### src/logic/iodc_pkg.sv
// Constants shared by the I/O bus data channel device
// How it works
// - Answer programmed strobes only when unit and subunit select lines carry our own code.
// - First strobe only tests the skip flag; it never reads a buffer.
// - Second strobe sends data or clears flags; never decides a skip.
// - Third strobe takes data in; never skips nor sends data out.
// - Eighteen-bit data words travel over the shared two-way data bus.
// - During a priority break, drive the trap address onto address lines.
// - During a channel transfer, drive the word count address.
// - While read status is high, drive status bits onto data lines.
// - On word total overflow, stop after this transfer and interrupt.
// - Sum overflow marks the add-to-memory result as wrong.
// - A channel request asks for a transfer or memory cycle.
// - Assert memory read request when the channel wants a memory word.
// - Assert word offer request when the device sends a word inward.
// - Level zero priority request asks for the highest level service.
// - Program interrupt request asks the running program for service.
// - Skip request reports the state of the interrupt flag.
// - Channel and priority requests rise only at sync pulse time.
// - On channel grant, gate the word count address onto address lines.
// - Request only with chain enable in; requesting cuts chain enable out.
// - Return skip during first strobe when the tested flag is set.
package iodc_pkg;
  localparam int DATA_W = 18;
  localparam int ADDR_W = 4;
  localparam int UNIT_W = 6;
  localparam int SUB_W = 2;
  // Subunit codes
  localparam logic [1:0] SUB_FLAG = 2'h0;
  localparam logic [1:0] SUB_DATA = 2'h1;
  // Control word bit positions, loaded by the third strobe on SUB_FLAG
  localparam int CTL_ENABLE = 0;
  localparam int CTL_DIR_OUT = 1;
  localparam int CTL_PRI_MODE = 2;
  // Status bit positions
  localparam int ST_FLAG = 0;
  localparam int ST_SUM_ERR = 1;
  localparam int ST_FULL = 2;
  localparam int ST_ENABLE = 3;
  localparam int ST_DIR_OUT = 4;
  localparam int ST_PRI_MODE = 5;
  // Reset values
  localparam logic [DATA_W-1:0] DATA_RESET = 18'h00000;
  localparam logic [ADDR_W-1:0] ADDR_RESET = 4'h0;
  // Edge detector lanes
  localparam int EV_W = 7;
  localparam int EV_SYNC = 0;
  localparam int EV_OP1 = 1;
  localparam int EV_OP2 = 2;
  localparam int EV_OP3 = 3;
  localparam int EV_TOT = 4;
  localparam int EV_CGR = 5;
  localparam int EV_PGR = 6;
  // Channel states, Gray along idle, request, serve
  typedef enum logic [1:0] {
    IODC_IDLE = 2'b00,
    IODC_REQ = 2'b01,
    IODC_SERVE = 2'b11
  } iodc_ch_t;
endpackage : iodc_pkg

### src/logic/iodc_rise.sv
// Rising edge detector for a group of bus strobes
`timescale 1ns/100ps
`default_nettype none
module iodc_rise #(
  parameter int W = 1
) (
  // Clock and reset
  input wire logic clk,
  input wire logic rst,
  // Levels in, one-cycle pulses out
  input wire logic [W-1:0] level,
  output logic [W-1:0] rise
);
  logic [W-1:0] prev;

  // Remember last level
  always_ff @(posedge clk)
  begin
    if (rst)
      prev <= '0;
    else
      prev <= level;
  end

  // Pulse on a low to high change
  assign rise = level & ~prev;
endmodule : iodc_rise
`default_nettype wire

### src/logic/iodc_device.sv
// Device end of the I/O bus with multi-cycle data channel
`timescale 1ns/100ps
`default_nettype none
module iodc_device #(
  parameter logic [iodc_pkg::UNIT_W-1:0] UNIT_CODE = 6'h2A, // Arbitrary value
  parameter logic [iodc_pkg::ADDR_W-1:0] TRAP_ADDR = 4'h4,
  parameter logic [iodc_pkg::ADDR_W-1:0] COUNT_ADDR = 4'h8
) (
  // Clock and reset
  input wire logic clk,
  input wire logic rst,
  input wire logic io_clear,
  // Select and strobes
  input wire logic [iodc_pkg::UNIT_W-1:0] unit_select_lines,
  input wire logic subunit_select_line_low,
  input wire logic subunit_select_line_high,
  input wire logic op_strobe_first,
  input wire logic op_strobe_second,
  input wire logic op_strobe_third,
  input wire logic sync_pulse,
  input wire logic read_status_instruction,
  // Overflow notices
  input wire logic word_total_overflow,
  input wire logic sum_overflow,
  // Data bus pin
  input wire logic [iodc_pkg::DATA_W-1:0] bus_data_in,
  output logic [iodc_pkg::DATA_W-1:0] bus_data_out,
  output logic bus_data_oe,
  // Address lines
  output logic [iodc_pkg::ADDR_W-1:0] bus_addr_out,
  output logic bus_addr_oe,
  // Channel handshake
  input wire logic channel_grant,
  input wire logic channel_chain_enable_in,
  output logic channel_chain_enable_out,
  output logic channel_request_n,
  output logic memory_read_request_n,
  output logic word_offer_request_n,
  // Interrupts and skip
  input wire logic priority_grant,
  input wire logic priority_chain_enable_in,
  output logic priority_chain_enable_out,
  output logic priority_level_zero_request_n,
  output logic program_interrupt_request_n,
  output logic skip_request_n,
  // User side words
  input wire logic [iodc_pkg::DATA_W-1:0] user_in_word,
  input wire logic user_in_valid,
  output logic user_in_ready,
  output logic [iodc_pkg::DATA_W-1:0] user_out_word,
  output logic user_out_valid
);
  import iodc_pkg::*;

  logic init;
  logic selected;
  logic [SUB_W-1:0] sub;
  logic [EV_W-1:0] ev_level;
  logic [EV_W-1:0] ev;
  iodc_ch_t ch_state;
  iodc_ch_t next_ch_state;
  logic ch_enable;
  logic dir_out;
  logic pri_mode;
  logic flag;
  logic sum_error;
  logic last_word;
  logic word_full;
  logic [DATA_W-1:0] data_reg;
  logic pri_req;
  logic pri_served;
  logic ch_want;
  logic ch_end;
  logic flag_cmd;
  logic data_cmd;
  logic [DATA_W-1:0] status_vec;

  // System clear acts like reset
  assign init = rst | io_clear;

  // Own code decode
  assign selected = (unit_select_lines == UNIT_CODE);
  assign sub = {subunit_select_line_high, subunit_select_line_low};
  assign flag_cmd = selected && (sub == SUB_FLAG);
  assign data_cmd = selected && (sub == SUB_DATA);

  // Strobe edges
  assign ev_level = {priority_grant, channel_grant, word_total_overflow,
                     op_strobe_third, op_strobe_second, op_strobe_first,
                     sync_pulse};

  iodc_rise #(
    .W(EV_W)
  ) iodc_rise_inst (
    .clk(clk),
    .rst(init),
    .level(ev_level),
    .rise(ev)
  );

  // Status word, one line per bit
  always_comb
  begin
    status_vec = '0;
    status_vec[ST_FLAG] = flag;
    status_vec[ST_SUM_ERR] = sum_error;
    status_vec[ST_FULL] = word_full;
    status_vec[ST_ENABLE] = ch_enable;
    status_vec[ST_DIR_OUT] = dir_out;
    status_vec[ST_PRI_MODE] = pri_mode;
  end

  // Channel work pending in the selected direction
  assign ch_want = ch_enable && (dir_out || word_full);
  assign ch_end = (ch_state == IODC_SERVE) && !channel_grant;

  // Control word, taken in by the third strobe
  always_ff @(posedge clk)
  begin
    if (init)
    begin
      dir_out <= 1'b0;
      pri_mode <= 1'b0;
    end
    else if (flag_cmd && ev[EV_OP3] && (ch_state == IODC_IDLE))
    begin
      dir_out <= bus_data_in[CTL_DIR_OUT];
      pri_mode <= bus_data_in[CTL_PRI_MODE];
    end
  end

  // Channel enable; a finished word total stops the channel
  always_ff @(posedge clk)
  begin
    if (init)
      ch_enable <= 1'b0;
    else if (ch_end && last_word)
      ch_enable <= 1'b0;
    else if (flag_cmd && ev[EV_OP3] && (ch_state == IODC_IDLE))
      ch_enable <= bus_data_in[CTL_ENABLE];
  end

  // Word total reached, held until this transfer ends
  always_ff @(posedge clk)
  begin
    if (init)
      last_word <= 1'b0;
    else if (ev[EV_TOT] && (ch_state != IODC_IDLE))
      last_word <= 1'b1;
    else if (ch_end)
      last_word <= 1'b0;
  end

  // Done flag; set wins over the clearing strobe
  always_ff @(posedge clk)
  begin
    if (init)
      flag <= 1'b0;
    else if (ch_end && last_word)
      flag <= 1'b1;
    else if (flag_cmd && ev[EV_OP2])
      flag <= 1'b0;
  end

  // Sum overflow notice; set wins over clear
  always_ff @(posedge clk)
  begin
    if (init)
      sum_error <= 1'b0;
    else if (sum_overflow && (ch_state == IODC_SERVE))
      sum_error <= 1'b1;
    else if (flag_cmd && ev[EV_OP2])
      sum_error <= 1'b0;
  end

  // Device data register and user handshake
  always_ff @(posedge clk)
  begin
    if (init)
    begin
      data_reg <= DATA_RESET;
      word_full <= 1'b0;
    end
    else if (user_in_valid && !word_full && !dir_out)
    begin
      data_reg <= user_in_word;
      word_full <= 1'b1;
    end
    else if (data_cmd && ev[EV_OP3])
      data_reg <= bus_data_in;
    else if ((ch_state == IODC_SERVE) && !dir_out && ev[EV_OP2])
      word_full <= 1'b0;
    else if (data_cmd && ev[EV_OP2])
      word_full <= 1'b0;
  end

  // Ready toward the user source
  always_ff @(posedge clk)
  begin
    if (init)
      user_in_ready <= 1'b0;
    else
      user_in_ready <= !word_full && !dir_out && !user_in_valid;
  end

  // Words read from memory go to the user
  always_ff @(posedge clk)
  begin
    if (init)
    begin
      user_out_word <= DATA_RESET;
      user_out_valid <= 1'b0;
    end
    else
    begin
      user_out_valid <= (ch_state == IODC_SERVE) && dir_out && ev[EV_OP3];
      if ((ch_state == IODC_SERVE) && dir_out && ev[EV_OP3])
        user_out_word <= bus_data_in;
    end
  end

  // Channel sequencing
  always_comb
  begin
    next_ch_state = ch_state;
    unique case (ch_state)
      IODC_IDLE:
        if (ch_want && ev[EV_SYNC] && channel_chain_enable_in)
          next_ch_state = IODC_REQ;
      IODC_REQ:
        if (ev[EV_CGR])
          next_ch_state = IODC_SERVE;
      IODC_SERVE:
        if (!channel_grant)
          next_ch_state = IODC_IDLE;
      default:
        next_ch_state = IODC_IDLE;
    endcase
  end

  // Channel state register
  always_ff @(posedge clk)
  begin
    if (init)
      ch_state <= IODC_IDLE;
    else
      ch_state <= next_ch_state;
  end

  // Channel request lines; posting cuts the chain below
  always_ff @(posedge clk)
  begin
    if (init)
    begin
      channel_request_n <= 1'b1;
      memory_read_request_n <= 1'b1;
      word_offer_request_n <= 1'b1;
      channel_chain_enable_out <= 1'b0;
    end
    else
    begin
      channel_request_n <= !(next_ch_state == IODC_REQ);
      memory_read_request_n <= !((next_ch_state != IODC_IDLE) && dir_out);
      word_offer_request_n <= !((next_ch_state != IODC_IDLE) && !dir_out);
      channel_chain_enable_out <= channel_chain_enable_in &&
                                  (next_ch_state != IODC_REQ);
    end
  end

  // Priority request at sync time, dropped on grant
  always_ff @(posedge clk)
  begin
    if (init)
    begin
      pri_req <= 1'b0;
      pri_served <= 1'b0;
    end
    else
    begin
      if (ev[EV_PGR])
        pri_req <= 1'b0;
      else if (flag && pri_mode && !pri_served && ev[EV_SYNC] &&
               priority_chain_enable_in)
        pri_req <= 1'b1;
      else if (!flag)
        pri_req <= 1'b0;
      if (ev[EV_PGR] && pri_req)
        pri_served <= 1'b1;
      else if (!flag)
        pri_served <= 1'b0;
    end
  end

  // Priority and program interrupt pins
  always_ff @(posedge clk)
  begin
    if (init)
    begin
      priority_level_zero_request_n <= 1'b1;
      priority_chain_enable_out <= 1'b0;
      program_interrupt_request_n <= 1'b1;
    end
    else
    begin
      priority_level_zero_request_n <= !pri_req;
      priority_chain_enable_out <= priority_chain_enable_in && !pri_req;
      program_interrupt_request_n <= !(flag && !pri_mode);
    end
  end

  // Skip answers the first strobe only
  always_ff @(posedge clk)
  begin
    if (init)
      skip_request_n <= 1'b1;
    else
      skip_request_n <= !(flag_cmd && op_strobe_first && flag);
  end

  // Address lines: trap address on priority grant, count address on channel
  always_ff @(posedge clk)
  begin
    if (init)
    begin
      bus_addr_out <= ADDR_RESET;
      bus_addr_oe <= 1'b0;
    end
    else if (priority_grant && pri_served)
    begin
      bus_addr_out <= TRAP_ADDR;
      bus_addr_oe <= 1'b1;
    end
    else if (ch_state == IODC_SERVE)
    begin
      bus_addr_out <= COUNT_ADDR;
      bus_addr_oe <= 1'b1;
    end
    else
    begin
      bus_addr_out <= ADDR_RESET;
      bus_addr_oe <= 1'b0;
    end
  end

  // Data bus drive: status, or data word on the second strobe
  always_ff @(posedge clk)
  begin
    if (init)
    begin
      bus_data_out <= DATA_RESET;
      bus_data_oe <= 1'b0;
    end
    else if (read_status_instruction)
    begin
      bus_data_out <= status_vec;
      bus_data_oe <= 1'b1;
    end
    else if (op_strobe_second && (data_cmd ||
             ((ch_state == IODC_SERVE) && !dir_out)))
    begin
      bus_data_out <= data_reg;
      bus_data_oe <= 1'b1;
    end
    else
    begin
      bus_data_out <= DATA_RESET;
      bus_data_oe <= 1'b0;
    end
  end
endmodule : iodc_device
`default_nettype wire

### config.mk
export PLATFORM = sky130hd
export DESIGN_NAME = iodc_device
export DESIGN_NICKNAME = d
export VERILOG_FILES = /design/src/logic/iodc_pkg.sv /design/src/logic/iodc_rise.sv /design/src/logic/iodc_device.sv
export SDC_FILE = /design/constraint.sdc
export NUM_CORES = 1
export LEC_CHECK = 0
export BUFFER_PORTS_ARGS = -buffer_cell sky130_fd_sc_hd__buf_2
export CAP_MARGIN = 20
export CORE_UTILIZATION = 44
export CTS_CLUSTER_SIZE = 24
export DETAILED_ROUTE_END_ITERATION = 10
export GPL_ROUTABILITY_DRIVEN = 0
export PLACE_DENSITY_LB_ADDON = 0.2
export SYNTH_ARGS = -nofsm -noshare
export SYNTH_HDL_FRONTEND = slang
export SYNTH_SLANG_ARGS = --single-unit
### constraint.sdc
create_clock -name clk -period 1.51 [get_ports clk]
set_input_delay 0.151 -clock clk [delete_from_list [all_inputs] [get_ports clk]]
set_output_delay 0.151 -clock clk [all_outputs]
set_load 0.01 [all_outputs]
* Yosys cells after proc, flatten, opt, wreduce, memory -nomap -nowiden
Index checks and enable logic that the tools add are counted.
Storage, ports and cells: bits in registers 88, bits in latches 0, bits in writable memories 0, ROM bits 0, input bits 59, memories 0
Cells by class: add/subtract/negate cells 0, multipliers 0, div/mod/pow operators 0, order comparisons 0, equality and inequality tests 9, shifts and indexed selects 0, muxes and demuxes 26, bitwise operators 4, reductions and logical operators 64
Operator list (count):
- 1-bit logical AND | 36
- 18-bit 2-to-1 mux | 2
- 1-bit 2-to-1 mux | 16
- 1-bit zero test | 12
- 6-bit 2-to-1 mux | 2
- 2-bit nonzero test | 6
- 7-bit AND | 1
- 7-bit inverter | 1
- 2-bit by 1-bit equality test with 1-bit output (second input constant) | 3
- 6-bit equality test (second input constant) | 1
- 2-bit 2-to-1 mux | 3
- 2-bit by 1-bit != test with 1-bit output (second input constant) | 3
- 2-bit case mux with 3 select lines | 1
- 2-bit OR reduction | 3
- 2-bit zero test | 2
- 4-bit 2-to-1 mux | 1
- 3-bit 2-to-1 mux | 1
- 3-bit nonzero test | 1
- 3-bit OR reduction | 1
- 2-bit equality test (second input constant) | 1
- 1-bit logical OR | 2
- 2-bit != test (second input constant) | 1
- 2-bit AND reduction | 1
- 1-bit inverter | 1
- 1-bit OR | 1

* Logic depth before layout (Yosys ltp)
Gate-level depths: netlist of run 1.
depth after elaboration 9, mapped depth 6, depth with buffers taken out 4

* By module
A second synthesis of run 1 with hierarchy kept.
Unflattened totals: cell total of the unflattened synthesis 313, area, all modules 3069.2 µm²
By module, submodules not included:
- iodc_device | times used 1, cells each 292, area each 2841.5 µm², sequential area each 1581.5 µm²
- iodc_rise | times used 1, cells each 21, area each 227.7 µm², sequential area each 140.1 µm²

* Worst setup path after synthesis of run 1
OpenSTA, ideal clock, no wires.
path type register to register, start point register ch_state[1], end point register user_out_word[0] (netlist bit), library setup time 0.128 ns, data arrival time 1.315 ns, path slack 0.068 ns, stages on the path, launching flop included 7, clock period less this slack 1.442 ns, cells stage by stage dfxtp_1 nand3_1 or3_1 buf_4 buf_4 mux2i_1 nor2_1
On the way: longest elaborated chain between the ends 3
Ends and longest elaborated chain:
- start: declaration | line iodc_device.sv:60 | iodc_ch_t ch_state;
- start signal: assignment | line iodc_device.sv:247 | ch_state <= next_ch_state;
- 2-bit equality test | line iodc_device.sv:217 | if ((ch_state == IODC_SERVE) && dir_out && ev[EV_OP3])
- 1-bit logical AND (2 in series) | line iodc_device.sv:217
- end signal: assignment | line iodc_device.sv:218 | user_out_word <= bus_data_in;
- end: declaration | line iodc_device.sv:50 | output logic [iodc_pkg::DATA_W-1:0] user_out_word,
No other way between the ends. A chain may end at the register's enable or synchronous reset.

* Final worst setup path of run 1
start point register dir_out, end point register data_reg[0]
On the way: longest elaborated chain between the ends 3, elaborated cells between the ends (all ways) 4, those cells by class mux (1); reduce/logical (3)
Ends and longest elaborated chain:
- start: declaration | line iodc_device.sv:63 | logic dir_out;
- start signal: assignment | line iodc_device.sv:127 | dir_out <= bus_data_in[CTL_DIR_OUT];
- 1-bit zero test (*) | line iodc_device.sv:184 | else if (user_in_valid && !word_full && !dir_out)
- 1-bit logical AND (*) | line iodc_device.sv:184
- 18-bit 2-to-1 mux or 2-bit nonzero test (tied branches)
- end signal: assignment | line iodc_device.sv:186 | data_reg <= user_in_word;
- end signal: assignment | line iodc_device.sv:190 | data_reg <= bus_data_in;
- end: declaration | line iodc_device.sv:69 | logic [DATA_W-1:0] data_reg;
Mark *: on every way between the ends. The rest lies on a longest branch, timed or not.

==> impl_metrics.sql, run 1 <==
INSERT INTO impl_metrics (metric_group, metric, value, unit) VALUES
('status', 'outcome', 'completed', ''),
('logic_synthesis', 'yosys-mux-area-fraction', '12.6', '%'),
('global_route', 'grt_pass1_wl', '11200', 'um'),
('layout', 'final_cells', '513', ''),
('place', 'post_dp_cell_area', '3830', 'um^2'),
('clocking', 'clk_transition_reported_paths', '0.08', 'ns'),
('logic_synthesis', 'synthSimpleGateAreaFrac', '15.4', '%'),
('clocking', 'cts_root_buf', 'sky130_fd_sc_hd__clkbuf_8', ''),
('place', 'dpl.cell_count', '497', ''),
('logic_synthesis', 'netlist_instances', '291', ''),
('detailed_routing', 'drt_first_iter_violations', '70', ''),
('logic_synthesis', 'post_synth_xor_area_fraction', '0', '%'),
('layout', 'regArea', '1700', 'um^2'),
('timing', 'final-max-slew-violation-count', '0', ''),
('detailed_routing', 'vias_per_cell', '4.84', ''),
('run', 'max_cap_viol_count', '0', ''),
('logic_synthesis', 'ys_warn_count', '0', ''),
('clocking', 'cts_sinks', '85', ''),
('logic_synthesis', 'synth-main-ff-cell', 'sky130_fd_sc_hd__dfxtp_1', ''),
('logic_synthesis', 'combinational_family_with_the_most_area_after_synthesis', 'simple AND/OR/NAND/NOR gates', ''),
('global_route', 'grt_start_max_net_pins', '20', ''),
('global_route', 'number_of_antenna_violations_at_the_first_check_in_global_routing', '0', ''),
('critical_path', 'critPathLaunchType', 'flip-flop', ''),
('die', 'io-pin-count', '111', ''),
('timing', 'final-setup-viol-count', '0', ''),
('layout', 'layout_commonest_cell', 'sky130_fd_sc_hd__buf_2', ''),
('logic_synthesis', 'synth-seq-area-share', '54.6', '%'),
('critical_path', 'r2r_cells', '4', ''),
('detailed_routing', 'detailedRoute.firstPassIterationCount', '4', ''),
('die', 'fp-row-count', '30', ''),
('global_route', 'grt_pass1_vias', '2351', ''),
('critical_path', 'critPathArrivalTime', '1.66', 'ns'),
('clocking', 'cts_htree_levels', '3', ''),
('logic_synthesis', 'synth_top_cell_by_area', 'sky130_fd_sc_hd__dfxtp_1', ''),
('detailed_routing', 'drc', '0', ''),
('logic_synthesis', 'synth-edff-count', '0', ''),
('clocking', 'cts_inserted_buffers', '9', ''),
('logic_synthesis', 'synth_compound_gate_area_share', '12.8', '%'),
('detailed_routing', 'dr_total_vias', '2481', ''),
('critical_path', 'worstPathCellList', 'or3b_4 -> o41ai_4 -> bufbuf_16 -> a21oi_1', ''),
('critical_path', 'crit_path_start', 'dir_out$_SDFFE_PP0P_', ''),
('global_route', 'grt_util_all_layers', '19.6', '%'),
('critical_path', 'cp_data_required_time', '1.74', 'ns'),
('clocking', 'clk-insertion-delay-late', '0.34', 'ns'),
('die', 'dieWidth', '86.1', 'um'),
('pwr', 'vdd_drop_max', '0.000510', 'V'),
('critical_path', 'worst-r2r-setup-slack', '0.08', 'ns'),
('global_route', 'globalRoute.totalOverflow', '0', ''),
('critical_path', 'criticalPathCategory', 'reg2reg', ''),
('logic_synthesis', 'synthAdderAreaFrac', '0', '%'),
('die', 'die_y', '86.1', 'um'),
('timing', 'grt_setup_unrepaired', 'false', ''),
('detailed_routing', 'postRouteWirelength', '6960', 'um'),
('layout', 'fin_area', '4050', 'um^2'),
('die', 'initial_core_util', '45.6', '%'),
('hold_path', 'min_delay_path_depth', '2', ''),
('logic_synthesis', 'synth_area_per_cell', '10.7', 'um^2'),
('logic_synthesis', 'synth_largest_type_area_fraction', '54.6', '%'),
('hold_path', 'holdPathEnd', 'iodc_rise_inst.prev[0]$_SDFF_PP0_', ''),
('place', 'detailed_place_hpwl', '5090', 'um'),
('critical_path', 'rr_startpoint', 'dir_out$_SDFFE_PP0P_', ''),
('die', 'design.core.area', '6830', 'um^2'),
('hold_path', 'worst_hold_startpoint', 'sync_pulse', ''),
('layout', 'design.final.nets', '473', ''),
('layout', 'most-common-layout-cells', 'sky130_fd_sc_hd__buf_2, sky130_fd_sc_hd__dfxtp_1, sky130_fd_sc_hd__mux2i_1', ''),
('critical_path', 'critical_path_peak_fanout', '18', ''),
('timing', 'timing.fmax', '0.702', 'GHz'),
('critical_path', 'slowest_delay', '0.41', 'ns'),
('layout', 'fillerInstances', '624', ''),
('pwr', 'power.density', '987', 'nW/um^2'),
('logic_synthesis', 'synthDistinctLibCells', '40', '');
-- routing by layer --
layer | part of all wire [%] | up-vias | global-route usage [%] | wire, um
met3 | 5.2 | 10 | 4.72 | 359
met1 | 44 | 1150 | 23.1 | 3030
li1 | - | 1246 | - | -
met4 | 1.5 | 0 | 7.42 | 102
met5 | 0 | - | 0 | 0
met2 | 50 | 75 | 34.5 | 3470
-- power by group --
| group | internal, uW | total (uW) | switching, uW |
|---|---|---|---|
| combinational | 164 | 335 | 171 |
| sequential | 2270 | 2290 | 13.8 |
| clock | 665 | 1380 | 713 |
-- logic make-up (layout without fill, tap and decap cells) --
| kind of cell | count (synthesis) | after routing |
|---|---|---|
| flops | 85 | 85 |
| simple gates | 85 | 85 |
| compound gates | 58 | 58 |
| mux | 39 | 39 |
| buf+inv | 23 | 148 |
| other cells | 1 | 2 |
-- layout make-up --
type                       count  share of cell area, %
inverter                       5                  0.463
tap                           96                   2.96
clock inverter                 2                  0.247
timing repair buffer         129                   18.5
sequential                    85                   42.0
multi-input combinational    184                   32.0
clock buffer                  12                   3.83
-- repair_timing --
action	in CTS	in global routing
endpoints found under the setup margin	1	32
setup buffers	0	0
gates resized for setup	0	4
cloned	1	0
hold endpoints to repair	1	0
hold buffers	1	0
-- cells in the mapped netlist (4+ instances only) --
| library cell | n |
|---|---|
| sky130_fd_sc_hd__a21oi_1 | 11 |
| sky130_fd_sc_hd__a21oi_2 | 12 |
| sky130_fd_sc_hd__a22o_1 | 6 |
| sky130_fd_sc_hd__and2_1 | 18 |
| sky130_fd_sc_hd__buf_4 | 6 |
| sky130_fd_sc_hd__buf_6 | 4 |
| sky130_fd_sc_hd__clkbuf_1 | 6 |
| sky130_fd_sc_hd__dfxtp_1 | 85 |
| sky130_fd_sc_hd__inv_1 | 5 |
| sky130_fd_sc_hd__mux2i_1 | 38 |
| sky130_fd_sc_hd__nand2_1 | 8 |
| sky130_fd_sc_hd__nand2b_1 | 4 |
| sky130_fd_sc_hd__nor2_1 | 29 |
| sky130_fd_sc_hd__o21ai_0 | 9 |
| sky130_fd_sc_hd__o21ai_1 | 12 |
-- stage by stage --
| step | total power [uW] | hold WS, ns | worst slack, ns | utilization, % | TNS, ns |
|---|---|---|---|---|---|
| after CTS | 4050 | 0.00574 | 0.0275 | 59.1 | 0 |
| after global placement | 2650 | 0.347 | -0.00923 | 56.0 | -0.00923 |
| final | 4000 | 0.0144 | 0.0848 | 59.3 | 0 |
| after detailed placement | 2660 | 0.345 | -0.0227 | 56.0 | -0.0302 |
| after floorplan | 2520 | 0.228 | 0.0678 | - | 0 |
| after global routing | 4170 | 0.00771 | 0.00981 | 59.3 | 0 |
-- worst max-delay path: cells and delay by family (launching register included) --
family	cells	cell delay (ns)
buffers and inverters	1	0.39
and+or+nand+nor	1	0.41
AOI/OAI and AO/OA	2	0.18
DFF	1	0.34
-- worst max-delay path by stage --
stage                               endpoint  slack, ns  cells past startpoint
2_1_floorplan  user_out_word[0]$_SDFFE_PP0P_       0.07                      6
3_3_place_gp       skip_request_n$_SDFF_PP1_     -0.009                      4
3_5_place_dp       skip_request_n$_SDFF_PP1_      -0.02                      4
4_1_cts             data_reg[0]$_SDFFE_PP0P_       0.03                      4
5_1_grt               word_full$_SDFFE_PP0P_       0.01                      5
6_report            data_reg[0]$_SDFFE_PP0P_       0.08                      4
(Power assumes the default switching activity.)
==> run 2: changes to the inputs <==
Settings changed: CORE_UTILIZATION 44 to 49.
Clock period 1.51 ns to 1.6 ns, I/O delays scaled along.
==> run 2 against run 1 <==
Flip-flop and latch count is the same. Clock-buffer cell count fell by 1. Core utilization increased by 7.5 points. Largest power group unchanged. Critical path type unchanged. Via count shrank 2.7%. Total power barely moved. Final cell count fell by 4.1%. Critical path depth increased by 2. Design area down 0.59%.
==> impl_metrics.sql, run 2 (synthesis gave the netlist of run 1 again) <==
INSERT INTO impl_metrics (metric_group, metric, value, unit) VALUES
('status', 'outcome', 'completed', ''),
('timing', 'grt_setup_unrepaired', 'false', ''),
('critical_path', 'criticalPathCategory', 'reg2reg', ''),
('pwr', 'fin_total_pwr', '4000', 'uW'),
('detailed_routing', 'detail_route.wirelength.met1', '2960', 'um'),
('clocking', 'cts_tree', 'built', ''),
('timing', 'timing.fmax', '0.675', 'GHz'),
('global_route', 'number_of_antenna_violations_at_the_first_check_in_global_routing', '0', ''),
('critical_path', 'critical_path_peak_fanout', '19', ''),
('critical_path', 'slowest_delay', '0.42', 'ns'),
('detailed_routing', 'drc', '0', ''),
('detailed_routing', 'avgRoutedWirePerCell', '13.2', 'um'),
('detailed_routing', 'vias_per_cell', '4.91', ''),
('layout', 'area_growth', '29.4', '%'),
('die', 'fp-row-count', '28', ''),
('run', 'max_cap_viol_count', '0', ''),
('detailed_routing', 'dr_total_vias', '2414', ''),
('detailed_routing', 'dr.max_layer_used', 'met4', ''),
('critical_path', 'end_kind', 'flip-flop', ''),
('clocking', 'clk_transition_reported_paths', '0.08', 'ns'),
('die', 'die_y', '81.7', 'um'),
('layout', 'fin_area', '4030', 'um^2'),
('timing', 'final-setup-viol-count', '0', ''),
('global_route', 'grt_start_max_net_pins', '20', ''),
('hold_path', 'hold_class', 'in2reg', ''),
('detailed_routing', 'drt_first_iter_violations', '108', ''),
('layout', 'drive_gt1_share', '38.8', '%'),
('clocking', 'cts_sinks', '85', ''),
('critical_path', 'critPathLaunchType', 'flip-flop', ''),
('die', 'dieWidth', '81.7', 'um'),
('layout', 'most-common-layout-cells', 'sky130_fd_sc_hd__buf_2, sky130_fd_sc_hd__dfxtp_1, sky130_fd_sc_hd__mux2i_1', ''),
('critical_path', 'slowest_stage', 'sky130_fd_sc_hd__or3b_4', ''),
('global_route', 'globalRoute.totalOverflow', '0', ''),
('die', 'initial_core_util', '51.7', '%'),
('timing', 'hold_slack', '0.0234', 'ns'),
('place', 'quantity_of_i_o_buffers_inserted_on_ports', '108', ''),
('detailed_routing', 'wl_met2', '3080', 'um'),
('timing', 'layout_min_cycle_time', '1.48', 'ns'),
('place', 'post_dp_cell_area', '3810', 'um^2'),
('die', 'floorplan.die_area', '6680', 'um^2'),
('timing', 'fin_setup_tns', '0', 'ns'),
('detailed_routing', 'met3_wirelength', '380', 'um'),
('clocking', 'cts_inserted_buffers', '9', ''),
('global_route', 'grt_pass1_wl', '10100', 'um'),
('clocking', 'clk-insertion-delay-late', '0.35', 'ns'),
('global_route', 'grt_util_all_layers', '20.6', '%'),
('detailed_routing', 'count_of_antenna_violating_nets_left_after_detailed_routing', '0', ''),
('timing', 'min_period_over_period', '92.6', '%'),
('timing', 'hold_viol', '0', ''),
('clocking', 'cts-root-to-sink-buffers', '2', ''),
('critical_path', 'worstPathCellList', 'or3b_4 -> o41ai_4 -> buf_4 -> buf_12 -> o21ai_1 -> a21oi_2', ''),
('layout', 'antenna_cells_inserted', '0', ''),
('pwr', 'cellLeakagePower', '0.00197', 'uW'),
('timing', 'finalClockSkew', '0.0107', 'ns'),
('pwr', 'power.density', '993', 'nW/um^2'),
('layout', 'design.final.nets', '471', ''),
('die', 'io-pin-count', '111', ''),
('global_route', 'grt_pass1_vias', '2178', ''),
('detailed_routing', 'detailedRoute.firstPassIterationCount', '4', ''),
('layout', 'layout_commonest_cell', 'sky130_fd_sc_hd__buf_2', ''),
('critical_path', 'critPathArrivalTime', '1.76', 'ns'),
('pwr', 'vdd_drop_max', '0.000933', 'V'),
('clocking', 'cts_htree_levels', '3', ''),
('clocking', 'cts_root_buf', 'sky130_fd_sc_hd__clkbuf_8', ''),
('critical_path', 'cp_data_required_time', '1.88', 'ns'),
('place', 'detailed_place_hpwl', '4790', 'um'),
('die', 'design.core.area', '6030', 'um^2'),
('detailed_routing', 'postRouteWirelength', '6480', 'um'),
('timing', 'final-max-slew-violation-count', '0', '');
[run 2: cell count changes in the layout (fill, tap and decap cells not counted), sizes merged]
cell / previous run / this run
bufbuf: 1 / 0
clkinvlp: 0 / 2
clkbuf: 12 / 11
buf: 127 / 126
bufinv: 0 / 1
[run 2: power breakdown]
part / internal, uW / switching [uW]
Sequential: 2150 / 13.3
Combinational: 149 / 159
Clock: 806 / 727
[run 2: layer usage]
metal,up-vias,GRT usage (%)
li1,1246,-
met1,1090,25.9
met2,74,32.0
met3,4,7.67
met4,0,8.07
met5,-,0
[run 2: area by class of cell]
cell class	instances	area (um^2)
sequential	85	1700
fill	520	2000
inverter	5	18.8
tap	75	93.8
multi-input combinational	184	1280
timing repair buffer	127	723
clock inverter	5	58.8
clock buffer	11	151
[run 2: metrics by stage]
step                setup slack (ns)  std cells  utilization [%]
CTS                           0.0589        492             66.8
finish                         0.118        492             66.9
global route                  0.0325        492             66.9
detailed placement            0.0657        475             63.2
global placement              0.0856        475             63.2
floorplan                      0.158        292                -
[run 2: worst paths after layout]
| check | start | to | slack [ns] | cells past startpoint |
|---|---|---|---|---|
| setup reg to reg | dir_out$_SDFFE_PP0P_ | data_reg[14]$_SDFFE_PP0P_ | 0.12 | 6 |
| hold reg to reg | pri_req$_SDFFE_PP0P_ | priority_level_zero_request_n$_SDFF_PP1_ | 0.44 | 1 |
| hold / removal | word_total_overflow | iodc_rise_inst.prev[4]$_SDFF_PP0_ | 0.02 | 2 |
| setup / recovery | dir_out$_SDFFE_PP0P_ | data_reg[14]$_SDFFE_PP0P_ | 0.12 | 6 |
[run 2: critical path: cells and delay by family, from the launching register on]
kind	cells	cell delay, ns
DFF	1	0.35
buffers and inverters	2	0.39
AOI/OAI and AO/OA	3	0.26
and+or+nand+nor	1	0.42
[run 2: what timing repair did]
| item | CTS | global route |
|---|---|---|
| hold endpoints to repair | 1 | 0 |
| gates resized for setup | 0 | 1 |
| hold buffers | 1 | 0 |
| setup buffers | 0 | 0 |
| setup endpoints to repair | 0 | 5 |
